File: config.mk
export PLATFORM = sky130hd
export DESIGN_NAME = afs_top
export DESIGN_NICKNAME = d
export VERILOG_FILES = /design/src/shared/afs_pkg.sv /design/src/design/afs_mem.sv /design/src/design/afs_fifo.sv /design/src/design/afs_top.sv
export VERILOG_INCLUDE_DIRS = /design/src /design/src/shared
export SDC_FILE = /design/constraint.sdc
export NUM_CORES = 1
export LEC_CHECK = 0
export BUFFER_PORTS_ARGS = -buffer_cell sky130_fd_sc_hd__buf_2
export CAP_MARGIN = 30
export CORE_MARGIN = 4
export CORE_UTILIZATION = 55
export CTS_CLUSTER_SIZE = 24
export DETAILED_ROUTE_END_ITERATION = 8
export MAX_ROUTING_LAYER = met4
export PLACE_DENSITY = 0.75
export SETUP_SLACK_MARGIN = 0.1
export SYNTH_ARGS = -nofsm -noshare
export SYNTH_HDL_FRONTEND = slang
export SYNTH_SLANG_ARGS = --single-unit
File: constraint.sdc
create_clock -name MCLK -period 4.3 [get_ports MCLK]
set_input_delay 0.43 -clock MCLK [delete_from_list [all_inputs] [get_ports MCLK]]
set_output_delay 0.43 -clock MCLK [all_outputs]
set_load 0.05 [all_outputs]
File: src/shared/afs_defines.svh
// Purpose: offsets, field positions, reset values for the sample fifo block
// Assumes: register addresses are the device's internal 8-bit addresses
// Notes: status offset is a local choice of this block
`ifndef AFS_DEFINES_SVH
`define AFS_DEFINES_SVH
`define AFS_ADDR_LIMITS     8'h3C
`define AFS_ADDR_READ_PORT  8'h3D
`define AFS_ADDR_STATUS     8'h3E
`define AFS_LIMITS_RESET    24'hFFF000
`define AFS_UPPER_MSB       23
`define AFS_UPPER_LSB       12
`define AFS_LOWER_MSB       11
`define AFS_LOWER_LSB       0
`define AFS_ST_EMPTY        0
`define AFS_ST_WATERMARK    1
`define AFS_ST_OVERRUN      2
`define AFS_ST_LOWER_HIT    3
`define AFS_ST_UPPER_HIT    4
`define AFS_DEPTH           32
`define AFS_DATA_W          16
`endif

File: src/shared/afs_pkg.sv
// Purpose: shared types for the sample fifo block
// Assumes: nothing beyond the defines header
// Notes: fifo mode selects the full-fifo policy
package afs_pkg;
	typedef enum logic {
		AFS_MODE_WATERMARK,
		AFS_MODE_STREAM
	} afs_mode_e;
endpackage

File: src/design/afs_mem.sv
// Purpose: small storage array with registered read data
// Assumes: one write and one read port, same clock
// Notes: read data update on the cycle after the read enable
`timescale 1ns/1ns
module afs_mem #(
	parameter int WIDTH = 16,
	parameter int DEPTH = 32,
	parameter int AW    = $clog2(DEPTH)
) (
	input  wire logic             MCLK,
	input  wire logic             WE,
	input  wire logic [AW-1:0]    WADDR,
	input  wire logic [WIDTH-1:0] WDATA,
	input  wire logic             RE,
	input  wire logic [AW-1:0]    RADDR,
	output logic      [WIDTH-1:0] RDATA
);
	logic [WIDTH-1:0] mem [DEPTH];

	// neither the storage nor the read register has a reset
	always_ff @(posedge MCLK) begin
		if (WE) begin
			mem[WADDR] <= WDATA;
		end
		if (RE) begin
			RDATA <= mem[RADDR];
		end
	end
endmodule // afs_mem

File: src/design/afs_fifo.sv
// Purpose: first-in first-out buffer with valid/ready on both sides
// Assumes: synchronous active-low reset
// Notes: output data are registered; pop and push may share a cycle
`timescale 1ns/1ns
module afs_fifo #(
	parameter int WIDTH = 16,
	parameter int DEPTH = 32,
	parameter int AW    = $clog2(DEPTH)
) (
	input  wire logic             MCLK,
	input  wire logic             RST_N,
	input  wire logic             FLUSH,
	input  wire logic             IN_VALID,
	output logic                  IN_READY,
	input  wire logic [WIDTH-1:0] IN_DATA,
	output logic                  OUT_VALID,
	input  wire logic             OUT_READY,
	output logic      [WIDTH-1:0] OUT_DATA,
	output logic      [AW:0]      COUNT
);
	typedef struct packed {
		logic [AW-1:0]    wp;
		logic [AW-1:0]    rp;
		logic [AW:0]      cnt;
		logic             byp;
		logic [WIDTH-1:0] byp_data;
	} afs_fifo_s;

	afs_fifo_s        st_r;
	afs_fifo_s        st_nxt;
	logic             push;
	logic             pop;
	logic [WIDTH-1:0] mem_rdata;

	assign IN_READY  = (st_r.cnt != (AW+1)'(DEPTH)) || pop;
	assign push      = IN_VALID && IN_READY && !FLUSH;
	assign pop       = OUT_READY && OUT_VALID && !FLUSH;
	assign OUT_VALID = (st_r.cnt != '0);
	assign COUNT     = st_r.cnt;
	// head word: bypass copy when the fetch raced its own write
	assign OUT_DATA  = st_r.byp ? st_r.byp_data : mem_rdata;

	// pointer and count update
	always_comb begin
		st_nxt = st_r;
		if (FLUSH) begin
			st_nxt = '0;
		end else begin
			if (push) begin
				st_nxt.wp = st_r.wp + AW'(1);
			end
			if (pop) begin
				st_nxt.rp = st_r.rp + AW'(1);
			end
			// the memory read register samples the old word when the
			// slot being fetched is written in the same cycle
			st_nxt.byp      = push && (st_r.wp == st_nxt.rp);
			st_nxt.byp_data = IN_DATA;
			st_nxt.cnt = st_r.cnt + (AW+1)'(push) - (AW+1)'(pop);
		end
	end

	always_ff @(posedge MCLK) begin
		if (!RST_N) begin
			st_r <= '0;
		end else begin
			st_r <= st_nxt;
		end
	end

	// data at the head is fetched each cycle from the next read pointer
	afs_mem #(.WIDTH(WIDTH), .DEPTH(DEPTH)) u_mem (
		.MCLK  (MCLK),
		.WE    (push),
		.WADDR (st_r.wp),
		.WDATA (IN_DATA),
		.RE    (1'b1),
		.RADDR (st_nxt.rp),
		.RDATA (mem_rdata)
	);
endmodule // afs_fifo

File: src/design/afs_top.sv
// Purpose: conversion-result fifo with status flags and limit checks
// Assumes: host access is a one-cycle register read/write strobe
// Notes: entries carry a channel tag; limit enables apply per channel by RESULT_CHANNEL at store time
`timescale 1ns/1ns
`include "afs_defines.svh"

// Functional notes
// - watermark mode full: drop new, set overrun
// - stream mode full: drop oldest, store, overrun
// - overrun clears when fifo emptied
// - watermark flag equals count at least level
// - empty flag high when no entries
// - empty when enabled, drained, cleared, disabled
// - each flag drives its own interrupt
// - enabled channel result at/above upper sets flag
// - enabled channel result at/below lower sets flag
// - data port read returns 16-bit entry
// - limits register 24 bits, reset FFF000
// - limit flags clear when fifo emptied
module afs_top
	import afs_pkg::*;
#(
	parameter int DEPTH = `AFS_DEPTH,
	parameter int CH_W  = 4,
	parameter int NCH   = 16
) (
	input  wire logic        MCLK,
	input  wire logic        RST_N,
	input  wire logic        FIFO_ENABLE,
	input  wire afs_mode_e   FIFO_MODE,
	input  wire logic [$clog2(DEPTH):0] WATERMARK_LEVEL,
	input  wire logic        CLEAR_CMD,
	input  wire logic [NCH-1:0] CHANNEL_LIMIT_CHECK_ENABLE,
	input  wire logic        RESULT_VALID,
	input  wire logic [15:0] RESULT_DATA,
	input  wire logic [CH_W-1:0] RESULT_CHANNEL,
	input  wire logic        REG_WR,
	input  wire logic        REG_RD,
	input  wire logic [7:0]  REG_ADDR,
	input  wire logic [23:0] REG_WDATA,
	output logic      [23:0] REG_RDATA,
	output logic             OVERRUN_IRQ,
	output logic             WATERMARK_IRQ,
	output logic             EMPTY_IRQ,
	output logic             UPPER_LIMIT_IRQ,
	output logic             LOWER_LIMIT_IRQ
);
	localparam int AW = $clog2(DEPTH);
	localparam int W  = 16 + CH_W;

	typedef struct packed {
		logic [23:0] limits;
		logic        overrun;
		logic        upper_hit;
		logic        lower_hit;
		logic [23:0] rdata;
	} afs_top_s;

	afs_top_s       st_r;
	afs_top_s       st_nxt;
	logic           flush;
	logic           in_valid;
	logic           in_ready;
	logic           out_valid;
	logic           out_ready;
	logic [W-1:0]   out_data;
	logic [AW:0]    count;
	logic           full;
	logic           port_rd;
	logic           drop_old;
	logic           emptied;
	logic [11:0]    upper_limit_value;
	logic [11:0]    lower_limit_value;
	logic [7:0]     status;
	logic           empty_flag;
	logic           watermark_flag;
	logic           chk_en;

	assign upper_limit_value = st_r.limits[`AFS_UPPER_MSB:`AFS_UPPER_LSB];
	assign lower_limit_value = st_r.limits[`AFS_LOWER_MSB:`AFS_LOWER_LSB];

	// disabled or cleared fifo is flushed and reads empty
	assign flush = !FIFO_ENABLE || CLEAR_CMD;
	assign full  = (count == (AW+1)'(DEPTH));
	assign port_rd = REG_RD && (REG_ADDR == `AFS_ADDR_READ_PORT);
	// stream mode makes room by popping the oldest entry
	assign drop_old = RESULT_VALID && full && FIFO_ENABLE
		&& (FIFO_MODE == AFS_MODE_STREAM);
	assign out_ready = (port_rd || drop_old);
	// watermark mode: in_ready low at full unless a data port read pops, so new data is lost
	assign in_valid  = RESULT_VALID && FIFO_ENABLE;

	afs_fifo #(.WIDTH(W), .DEPTH(DEPTH)) u_fifo (
		.MCLK      (MCLK),
		.RST_N     (RST_N),
		.FLUSH     (flush),
		.IN_VALID  (in_valid),
		.IN_READY  (in_ready),
		.IN_DATA   ({RESULT_CHANNEL, RESULT_DATA}),
		.OUT_VALID (out_valid),
		.OUT_READY (out_ready),
		.OUT_DATA  (out_data),
		.COUNT     (count)
	);

	// flags derived straight from the count
	assign empty_flag     = (count == '0);
	assign watermark_flag = (count >= WATERMARK_LEVEL);
	// emptied: the last entry leaves, or a flush happens
	assign emptied = flush || (count == (AW+1)'(1) && port_rd
		&& !(in_valid && in_ready));
	assign chk_en = CHANNEL_LIMIT_CHECK_ENABLE[RESULT_CHANNEL];

	always_comb begin
		status = 8'h00;
		status[`AFS_ST_EMPTY]     = empty_flag;
		status[`AFS_ST_WATERMARK] = watermark_flag;
		status[`AFS_ST_OVERRUN]   = st_r.overrun;
		status[`AFS_ST_LOWER_HIT] = st_r.lower_hit;
		status[`AFS_ST_UPPER_HIT] = st_r.upper_hit;
	end

	// register writes, sticky flags and read data
	always_comb begin
		st_nxt = st_r;
		if (REG_WR && REG_ADDR == `AFS_ADDR_LIMITS) begin
			st_nxt.limits = REG_WDATA;
		end
		// emptying clears first; a new event in the same cycle wins
		if (emptied) begin
			st_nxt.overrun   = 1'b0;
			st_nxt.upper_hit = 1'b0;
			st_nxt.lower_hit = 1'b0;
		end
		// a data port read in the same cycle makes room: nothing lost
		if (RESULT_VALID && FIFO_ENABLE && !flush && full && !port_rd) begin
			st_nxt.overrun = 1'b1;
		end
		// check only results actually stored
		if (in_valid && in_ready && !flush && chk_en) begin
			if (RESULT_DATA[15:4] >= upper_limit_value) begin
				st_nxt.upper_hit = 1'b1;
			end
			if (RESULT_DATA[15:4] <= lower_limit_value) begin
				st_nxt.lower_hit = 1'b1;
			end
		end
		if (REG_RD) begin
			unique case (REG_ADDR)
				`AFS_ADDR_LIMITS:    st_nxt.rdata = st_r.limits;
				`AFS_ADDR_READ_PORT: st_nxt.rdata =
					{8'h00, out_valid ? out_data[15:0] : 16'h0000};
				`AFS_ADDR_STATUS:    st_nxt.rdata = {16'h0000, status};
				default:             st_nxt.rdata = 24'h000000;
			endcase
		end
	end

	always_ff @(posedge MCLK) begin
		if (!RST_N) begin
			st_r.limits    <= `AFS_LIMITS_RESET;
			st_r.overrun   <= 1'b0;
			st_r.upper_hit <= 1'b0;
			st_r.lower_hit <= 1'b0;
			st_r.rdata     <= 24'h000000;
		end else begin
			st_r <= st_nxt;
		end
	end

	assign REG_RDATA = st_r.rdata;
	// interrupts follow their flag bits in the same cycle
	assign OVERRUN_IRQ     = st_r.overrun;
	assign WATERMARK_IRQ   = watermark_flag;
	assign EMPTY_IRQ       = empty_flag;
	assign UPPER_LIMIT_IRQ = st_r.upper_hit;
	assign LOWER_LIMIT_IRQ = st_r.lower_hit;
endmodule // afs_top

**Word level (Yosys, flattened, before mapping)**

Memory sizes are Yosys's and may differ from the RTL's. A register that Yosys moved wholly into a read port is not among the register bits.
Cells that the tools add are included.

- Output and inout bits: 29
- Register bits after elaboration: 84
- Input bits: 82
- Memory bits (writable): 640
- Memories kept: 1

- Bitwise gates (word level): 1
- Reductions and logical operators: 29
- Multiplexer cells: 15
- $add $sub $neg: 4
- Equal/unequal tests: 7
- Order comparisons: 4

Memory list:

| memory | depth | bits a word | read ports | clocked after Yosys merged registers in | wr ports | RTL line | text |
|---|---|---|---|---|---|---|---|
| u_fifo.u_mem.mem | 32 | 20 | 1 | 1 | 1 | afs_mem.sv:18 | `logic [WIDTH-1:0] mem [DEPTH];` |

Operator list:

| kind | number |
|---|---|
| $pmux 24 s3 | 1 |
| $mux 16 | 2 |
| $mux 32 | 1 |
| $eq 8x6->1 const B | 3 |
| $logic_and 1x1->1 | 17 |
| $ge 12x12->1 | 1 |
| $le 12x12->1 | 1 |
| $add 5x1->5 const B | 2 |
| $mux 5 | 2 |
| $add 6x1->6 | 1 |
| $eq 6x1->1 const B | 1 |
| $eq 6x6->1 const B | 1 |
| $ge 6x6->1 | 1 |
| $logic_not 6->1 | 1 |
| $mux 1 | 6 |
| $ne 6x6->1 const B | 1 |
| $reduce_bool 6->1 | 1 |
| $sub 6x1->6 | 1 |
| $eq 5x5->1 | 1 |
| $lt 4x5->1 const B | 1 |
| $bmux 1 s4 | 1 |
| $logic_not 1->1 | 4 |
| $logic_or 1x1->1 | 4 |
| $mux 3 | 1 |
| 4 further kinds | 4 |

**Depth between registers and ports, before layout**

Gate-level depths: netlist of the first run.

- Depth in word-level cells: 15
- Mapped depth: 19

**By module**

Synthesis of the first run repeated with hierarchy kept, for this count alone.

- Cell total of the unflattened synthesis: 1,999
- Area, all modules: 30,935.9 µm²

Modules (own cells, without submodules):

| module | seq. area each (µm²) | area each (µm²) | instances | cells each |
|---|---|---|---|---|
| afs_mem | 19,819.0 | 25,753.4 | 1 | 1,414 |
| afs_top | 1,021.0 | 3,199.3 | 1 | 372 |
| afs_fifo | 740.7 | 1,983.2 | 1 | 213 |

**Worst setup path after synthesis of the first run**

OpenSTA, ideal clock, no wires.

- Kind: register to register
- From: register u_fifo.st_r (netlist bit u_fifo.COUNT[2])
- To: memory u_fifo.u_mem.mem[11][0] (netlist name), enable pin
- Clock period less this slack: 4.067 ns
- Cell stages (with the launch flop): 12
- Setup time: 0.413 ns
- Setup slack: 0.233 ns
- Data arrival time: 3.655 ns
- Path through: dfxtp_1 inv_1 ha_1 nand4bb_1 buf_2 and4_1 buf_4 o21ai_2 a211oi_2 nand2_1 or2_2 nor3b_1

- Longest elaborated chain between the ends: 12

Ends and longest elaborated chain:

| element | RTL line | text |
|---|---|---|
| from (decl) | afs_fifo.sv:29 | `afs_fifo_s st_r;` |
| from (signal assigned) | afs_fifo.sv:67 | `st_r <= st_nxt;` |
| $eq 6x6->1 | afs_top.sv:84 | `assign full = (count == (AW+1)'(DEPTH));` |
| $logic_and 1x1->1 (2 in a row) | afs_top.sv:87 | `assign drop_old = RESULT_VALID && full && FIFO_ENABLE` |
| $logic_and 1x1->1 | afs_top.sv:88 | `&& (FIFO_MODE == AFS_MODE_STREAM);` |
| $logic_or 1x1->1 | afs_top.sv:89 | `assign out_ready = (port_rd \|\| drop_old);` |
| $logic_and 1x1->1 (2 in a row) | afs_fifo.sv:37 | `assign pop = OUT_READY && OUT_VALID && !FLUSH;` |
| $logic_or 1x1->1 (*) | afs_fifo.sv:35 | `assign IN_READY = (st_r.cnt != (AW+1)'(DEPTH)) \|\| pop;` |
| $logic_and 1x1->1 (*) (2 in a row) | afs_fifo.sv:36 | `assign push = IN_VALID && IN_READY && !FLUSH;` |
| net u_fifo.push | afs_fifo.sv:31 | `logic push;` |
| $mux 1 (*) | afs_mem.sv:22 | `if (WE) begin` |
| $mux 1 (implied by the code) (*) | afs_mem.sv:23 | `mem[WADDR] <= WDATA;` |
| to (decl) | afs_mem.sv:18 |  |

The timed path passes the listed nets; every way through them passes the cells marked *.

**Worst setup path in the final report of the first run**

- From: register u_fifo.st_r (netlist bit u_fifo.COUNT[2])
- To: register u_fifo.u_mem.RDATA[14] (read register of u_fifo.u_mem.mem)

- Longest elaborated chain between the ends: 10

Ends and longest elaborated chain:

| element | RTL line | text |
|---|---|---|
| $eq 6x6->1 | afs_top.sv:84 |  |
| $logic_and 1x1->1 (2 in a row) | afs_top.sv:87 |  |
| $logic_and 1x1->1 | afs_top.sv:88 |  |
| $logic_or 1x1->1 | afs_top.sv:89 |  |
| $logic_and 1x1->1 (*) (2 in a row) | afs_fifo.sv:37 |  |
| $mux 5 (*) | afs_fifo.sv:52 | `if (pop) begin` |
| $mux 5 (*) | afs_fifo.sv:46 | `if (FLUSH) begin` |
| $mux 32 (*) | afs_fifo.sv:46 |  |
| to (decl) | afs_mem.sv:16 | `output logic [WIDTH-1:0] RDATA` |

Mark *: on every way between the ends. The rest lies on a longest branch, timed or not. The select of a mux whose other input is x is not followed.
A chain may end at the register's enable or synchronous reset.

==> flow_metrics.tcl, run 1 <==
set metrics [dict create \
    status "finished, final reports clean" \
    syn_nets 2056 \
    synth_cells 1929 \
    drive_gt1_share_pct 15.5 \
    clock_latency_ps 630 \
    wl_um 72000 \
    grt_setup_unrepaired "false" \
    period_needed_ps 3980 \
    syn-cell-area_mm2 0.0256 \
    dr_wl_met2_um 33500 \
    ys.flop_type "edfxtp_1" \
    tightest_slew_ps 966 \
    slowest_delay_ps 540 \
    grt_pass1_wl_um 106000 \
    ys_types 79 \
    drtIter0Drc 2262 \
    clock.fmax_mhz 251 \
    hold_viol 0 \
    ant_nets 0 \
    diodes 0 \
    synth_top_area_cell "edfxtp_1" \
    via_per_inst 6.51 \
    vias 17531 \
    die_x_um 224 \
    netlist.area_leader.share_pct 60.0 \
    fin_worst_skew_ps 20.7 \
    ys_ff_latch 612 \
    core_area_mm2 0.0457 \
    clk_pin_slew_ps 60 \
    r2r_setup_slack_ps 320 \
    yosys_warnings 0 \
    crit_arrival_ps 4470 \
    tns_ps 0 \
    path_buf_inv 2 \
    m1WireLength_um 27900 \
    synth_area_leaders "edfxtp_1 60%, dfxtp_1 7.8%, mux2i_1 4.5%" \
    gp_congestion 0.992 \
    drv_cap 0 \
    initial_utilization_pct 56.1 \
    synthTopCellsByCount "512 x edfxtp_1, 142 x a21oi_1, 134 x nand2_1, 132 x o22ai_1" \
    setup_viol 0 \
    cts.sinks 612 \
    fin_crit_sh_pct 92.6 \
    stdcell_count 2693 \
    total_power_w 0.0118 \
    ctsRootBufferMaster "clkbuf_16" \
    worst_slew_margin_rel_pct 35.6 \
    startpoint_type "register" \
    fillCellCount 3342 \
    crit_path_max_fanout 25 \
    htree_num_levels 2 \
    ys_seq_area_share_pct 67.8 \
    drc 0 \
    post-place-cells 2582 \
    cts_buffers 60 \
    endpoint_kind "register" \
    drv_slew 0 \
    topRoutingLayerUsed "met4" \
    grt_pass1_vias 16557 \
    dr_wl_met3_um 7370 \
    numPortBuffers 110 \
    synthToLayoutAreaGrowth_pct 12.9 \
    async_reset_ff_share_pct 0 \
    crit_slowest_cell "nand2_2" \
    syn-mean-instance-area_um2 13.3 \
    nets 2174 \
    cp_cell_sequence "inv_1 -> ha_1 -> nand4bb_1 -> and4_1 -> o211ai_1 -> nand2_2 -> buf_12 -> a21oi_1 -> a22oi_1 -> a211o_1 -> or4_1" \
    synth_most_common_cell "edfxtp_1" \
    power.leakage_nw 10.1 \
    grt_start_max_net_pins 55 \
    ir_drop_uv 365 \
    track_usage_pct 28.8 \
    crit_family "simple AND/OR/NAND/NOR gates" \
    p_per_area_mw_per_mm2 408 \
    die_h_um 224 \
    cts_tree "yes" \
    clock_path_buffers 3 \
    required_ps 4790 \
    dp_hpwl_um 46200 \
    hold_class "in2reg" \
    dieArea_mm2 0.0501 \
    first_pass_iters 6 \
    worstSetupPathType "reg2reg" \
    wl_per_cell_um 26.7 \
    antenna_found_initial 0 \
    grt_overflow 0 \
    rows 78 \
    synth_edf_count 512 \
    io_pins 111 \
]
## layout make-up
cell class | count | area (um^2) | area share, %
Clock buffer | 80 | 1600 | 5.53
Timing Repair Buffer | 208 | 1330 | 4.59
Multi-Input combinational cell | 1119 | 7400 | 25.6
Sequential cell | 612 | 17400 | 60.1
Clock inverter | 28 | 289 | 1.00
Tap cell | 600 | 751 | 2.60
Inverter | 46 | 173 | 0.597
## power breakdown
part / switching [W] / internal [W]
Combinational: 0.000205 / 0.0000763
Clock: 0.00216 / 0.00290
Sequential: 0.00000902 / 0.00643
Total: 0.00238 / 0.00940
## logic make-up after synthesis
logic type                 share of synthesized area, %
AOI/OAI and AO/OA                                  12.4
xor gates and xnor gates                          0.547
adders and majority gates                          2.23
buffers and inverters                              3.59
DFF                                                67.8
muxes                                              5.08
and+or+nand+nor                                    8.35
## metal layers
| metal | vias to the layer above | GRT usage, % |
|---|---|---|
| met1 | 8579 | 38.7 |
| met2 | 1126 | 44.8 |
| met4 | 0 | 11.8 |
| li1 | 7661 | - |
| met5 | - | - |
| met3 | 165 | 4.15 |
## timing repair
item,in CTS,in global routing
buffers inserted,0,1
gates resized for setup,0,2
hold endpoints to repair,1,0
hold buffers,1,0
endpoints found under the setup margin,0,3
## final timing paths
| path | from | end | cells past startpoint |
|---|---|---|---|
| max | u_fifo.COUNT[2] | u_fifo.u_mem.RDATA[14] | 11 |
| min | REG_WDATA[18] | st_r[45] | 3 |
| max reg2reg | u_fifo.COUNT[2] | u_fifo.u_mem.RDATA[14] | 11 |
| min reg2reg | lower_limit_value[1] | lower_limit_value[1] | 2 |
## worst min-delay path, delay by kind of cell
kind	cells	cell delay, ps
buffers and inverters	1	70
and+or+nand+nor	1	40
AOI/OAI and AO/OA	1	70
## state kept, by name, indices dropped and copies added, names as in the netlist, 6 cells and up
signal              cells
st_r                   12
REG_RDATA              24
u_fifo.st_r            27
lower_limit_value      12
u_fifo.COUNT            6
u_fifo.u_mem.mem      512
u_fifo.u_mem.RDATA     16
## metrics by stage
step	util [%]	hold WS (ps)	setup slack, ps	instance area, um^2
CTS	63.3	1.89	192	28900
global route	63.3	30.0	162	28900
floorplan	-	432	233	25600
global placement	59.1	444	309	27000
detailed placement	59.1	445	194	27000
finish	63.3	20.0	318	28900
## placed cells by master (no fill, tap or decap), types with 20 or more instances in the layout
| master | count |
|---|---|
| nand3_1 | 41 |
| buf_4 | 94 |
| a211oi_1 | 40 |
| a21o_1 | 20 |
| nor3_1 | 30 |
| dfxtp_1 | 99 |
| o221ai_1 | 29 |
| inv_1 | 44 |
| and3_1 | 22 |
| ha_1 | 44 |
| mux2i_1 | 114 |
| o21ai_0 | 33 |
| nand2_1 | 133 |
| nand4_1 | 21 |
| clkbuf_16 | 61 |
| a21oi_1 | 140 |
| buf_2 | 110 |
| edfxtp_1 | 512 |
| o22ai_1 | 132 |
| nor2_1 | 113 |
(Power assumes the default switching activity.)
==> run 2: changes to the inputs <==
--- a/config.mk
+++ b/config.mk
@@ -9,11 +9,10 @@
 export BUFFER_PORTS_ARGS = -buffer_cell sky130_fd_sc_hd__buf_2
 export CAP_MARGIN = 30
 export CORE_MARGIN = 4
-export CORE_UTILIZATION = 55
+export CORE_UTILIZATION = 25
 export CTS_CLUSTER_SIZE = 24
 export DETAILED_ROUTE_END_ITERATION = 8
 export MAX_ROUTING_LAYER = met4
-export PLACE_DENSITY = 0.75
 export SETUP_SLACK_MARGIN = 0.1
 export SYNTH_ARGS = -nofsm -noshare
 export SYNTH_HDL_FRONTEND = slang
==> run 2 against run 1 <==
Net effect: worst hold slack improved by 35 ps; first-iteration DRC count down 19%; clock power increased by 7.9%; global-route usage fell by 15 points; critical path type unchanged; critical endpoint is now u_fifo.u_mem.RDATA[3]; largest cell class unchanged.
==> flow_metrics.tcl, run 2 (same netlist as run 1, synthesis figures left out) <==
set metrics [dict create \
    status "finished, final reports clean" \
    grt_pass1_vias 16265 \
    regMostFlops "u_fifo.u_mem.mem" \
    cts.sinks 612 \
    numPortBuffers 110 \
    drv_slew 0 \
    grt_setup_unrepaired "false" \
    cpMostUsedCell "buf_4" \
    holdWs_ps 54.6 \
    multi_input_area_mm2 0.00740 \
    clock_path_buffers 3 \
    grt_pass1_wl_um 109000 \
    tightest_slew_ps 980 \
    period_needed_ps 3940 \
    required_ps 4740 \
    drtIter0Drc 1828 \
    fin_crit_sh_pct 91.7 \
    io_pins 111 \
    crit_family "simple AND/OR/NAND/NOR gates" \
    worstSetupPathType "reg2reg" \
    dieArea_mm2 0.108 \
    dp_hpwl_um 50200 \
    drv_cap 0 \
    p_per_area_mw_per_mm2 403 \
    crit_slowest_cell "a2111oi_0" \
    gp_congestion 0.878 \
    cts_tree "yes" \
    largest_reg_flops 512 \
    fillCellCount 10208 \
    first_pass_iters 6 \
    hold_viol 0 \
    htree_num_levels 3 \
    cp_cell_sequence "inv_1 -> ha_1 -> nand4bb_1 -> buf_4 -> nand4_4 -> mux2_4 -> nor2_2 -> nor2_1 -> and3_1 -> buf_4 -> a2111oi_0 -> buf_1 -> nand4_1" \
    rows 117 \
    final_area_mm2 0.0303 \
    path_buf_inv 4 \
    cts_buffers 67 \
    power.leakage_nw 10.3 \
    slowest_delay_ps 540 \
    setup_viol 0 \
    vias 17004 \
    hold_class "in2reg" \
    grt_overflow 0 \
    grt_start_max_net_pins 43 \
    wl_per_cell_um 21.7 \
    wl_um 75900 \
    drc 0 \
    ctsRootBufferMaster "clkbuf_16" \
    fin_worst_skew_ps 19.7 \
    ir_drop_uv 253 \
    crit_arrival_ps 4380 \
    core_area_mm2 0.102 \
    worst_slew_margin_rel_pct 34.0 \
    clock.fmax_mhz 254 \
    final_common_cell "edfxtp_1" \
    die_x_um 328 \
    crit_path_max_fanout 12 \
    final_cell_mix "512 x edfxtp_1, 140 x a21oi_1, 133 x nand2_1" \
    drive_gt1_share_pct 16.8 \
    seqCellArea_mm2 0.0174 \
    startpoint_type "register" \
    placed_cell_area_mm2 0.0281 \
    die_h_um 328 \
    via_per_inst 4.86 \
    synthToLayoutAreaGrowth_pct 18.1 \
    track_usage_pct 14.0 \
    clk_pin_slew_ps 60 \
    antenna_found_initial 10 \
    endpoint_kind "register" \
    initial_utilization_pct 25.2 \
    clock_latency_ps 600 \
    ant_nets 0 \
    total_power_w 0.0122 \
    nets 2201 \
]
[run 2: cell count changes in the layout (fill, tap and decap cells not counted), moves of 2 or more]
cell / previous run / this run
clkbuf_1: 19 / 21
diode_2: 0 / 7
clkbuf_16: 61 / 71
clkinv_1: 14 / 12
a2111oi_0: 6 / 8
clkbuf_8: 0 / 4
bufinv_16: 5 / 2
clkinvlp_4: 1 / 3
buf_4: 94 / 112
a2111oi_1: 2 / 0
[run 2: what timing repair did]
item                                    in CTS  in global routing
endpoints found under the hold margin        0                  0
hold buffers                                 0                  0
buffers inserted                             0                  2
gates resized for setup                      0                  1
endpoints found under the setup margin       0                  1
[run 2: final timing paths]
check / cells past startpoint / to / slack [ps] / startpoint
hold / removal: 3 / st_r[45] / 50 / REG_WDATA[18]
setup reg to reg: 13 / u_fifo.u_mem.RDATA[3] / 360 / u_fifo.COUNT[4]
hold reg to reg: 2 / REG_RDATA[19] / 450 / REG_RDATA[19]
setup / recovery: 13 / u_fifo.u_mem.RDATA[3] / 360 / u_fifo.COUNT[4]
[run 2: where the power goes]
part / internal [W] / switching (W) / leakage, nW / total (W)
sequential: 0.00643 / 0.00000818 / 5.42 / 0.00644
combinational: 0.0000818 / 0.000215 / 3.90 / 0.000297
clock: 0.00321 / 0.00225 / 1.01 / 0.00546
[run 2: routing by layer]
metal	track usage, %	up-vias	wire length, um
met4	4.58	0	2490
li1	-	7717	-
met3	3.35	145	7290
met5	-	-	0
met1	18.2	8356	31600
met2	21.6	786	34600
[run 2: worst min-delay path: stages]
cell      delay [ps]
buf_2             80
nand2_1           40
o211ai_1          70
[run 2: layout make-up]
class / count / area share (%)
Sequential cell: 612 / 57.4
Multi-Input combinational cell: 1119 / 24.5
Clock buffer: 96 / 6.31
Tap cell: 1368 / 5.66
Timing Repair Buffer: 228 / 4.95
Inverter: 46 / 0.571
Clock inverter: 24 / 0.558
Antenna cell: 7 / 0.0579
[run 2: metrics by stage]
stage	setup slack, ps	util (%)	setup TNS (ps)	std cells
after floorplan	233	-	0	1929
after global placement	-173	27.6	-173	3367
after detailed placement	370	27.7	0	3370
after CTS	410	29.7	0	3490
after global routing	225	29.7	0	3500
final	357	29.7	0	3500
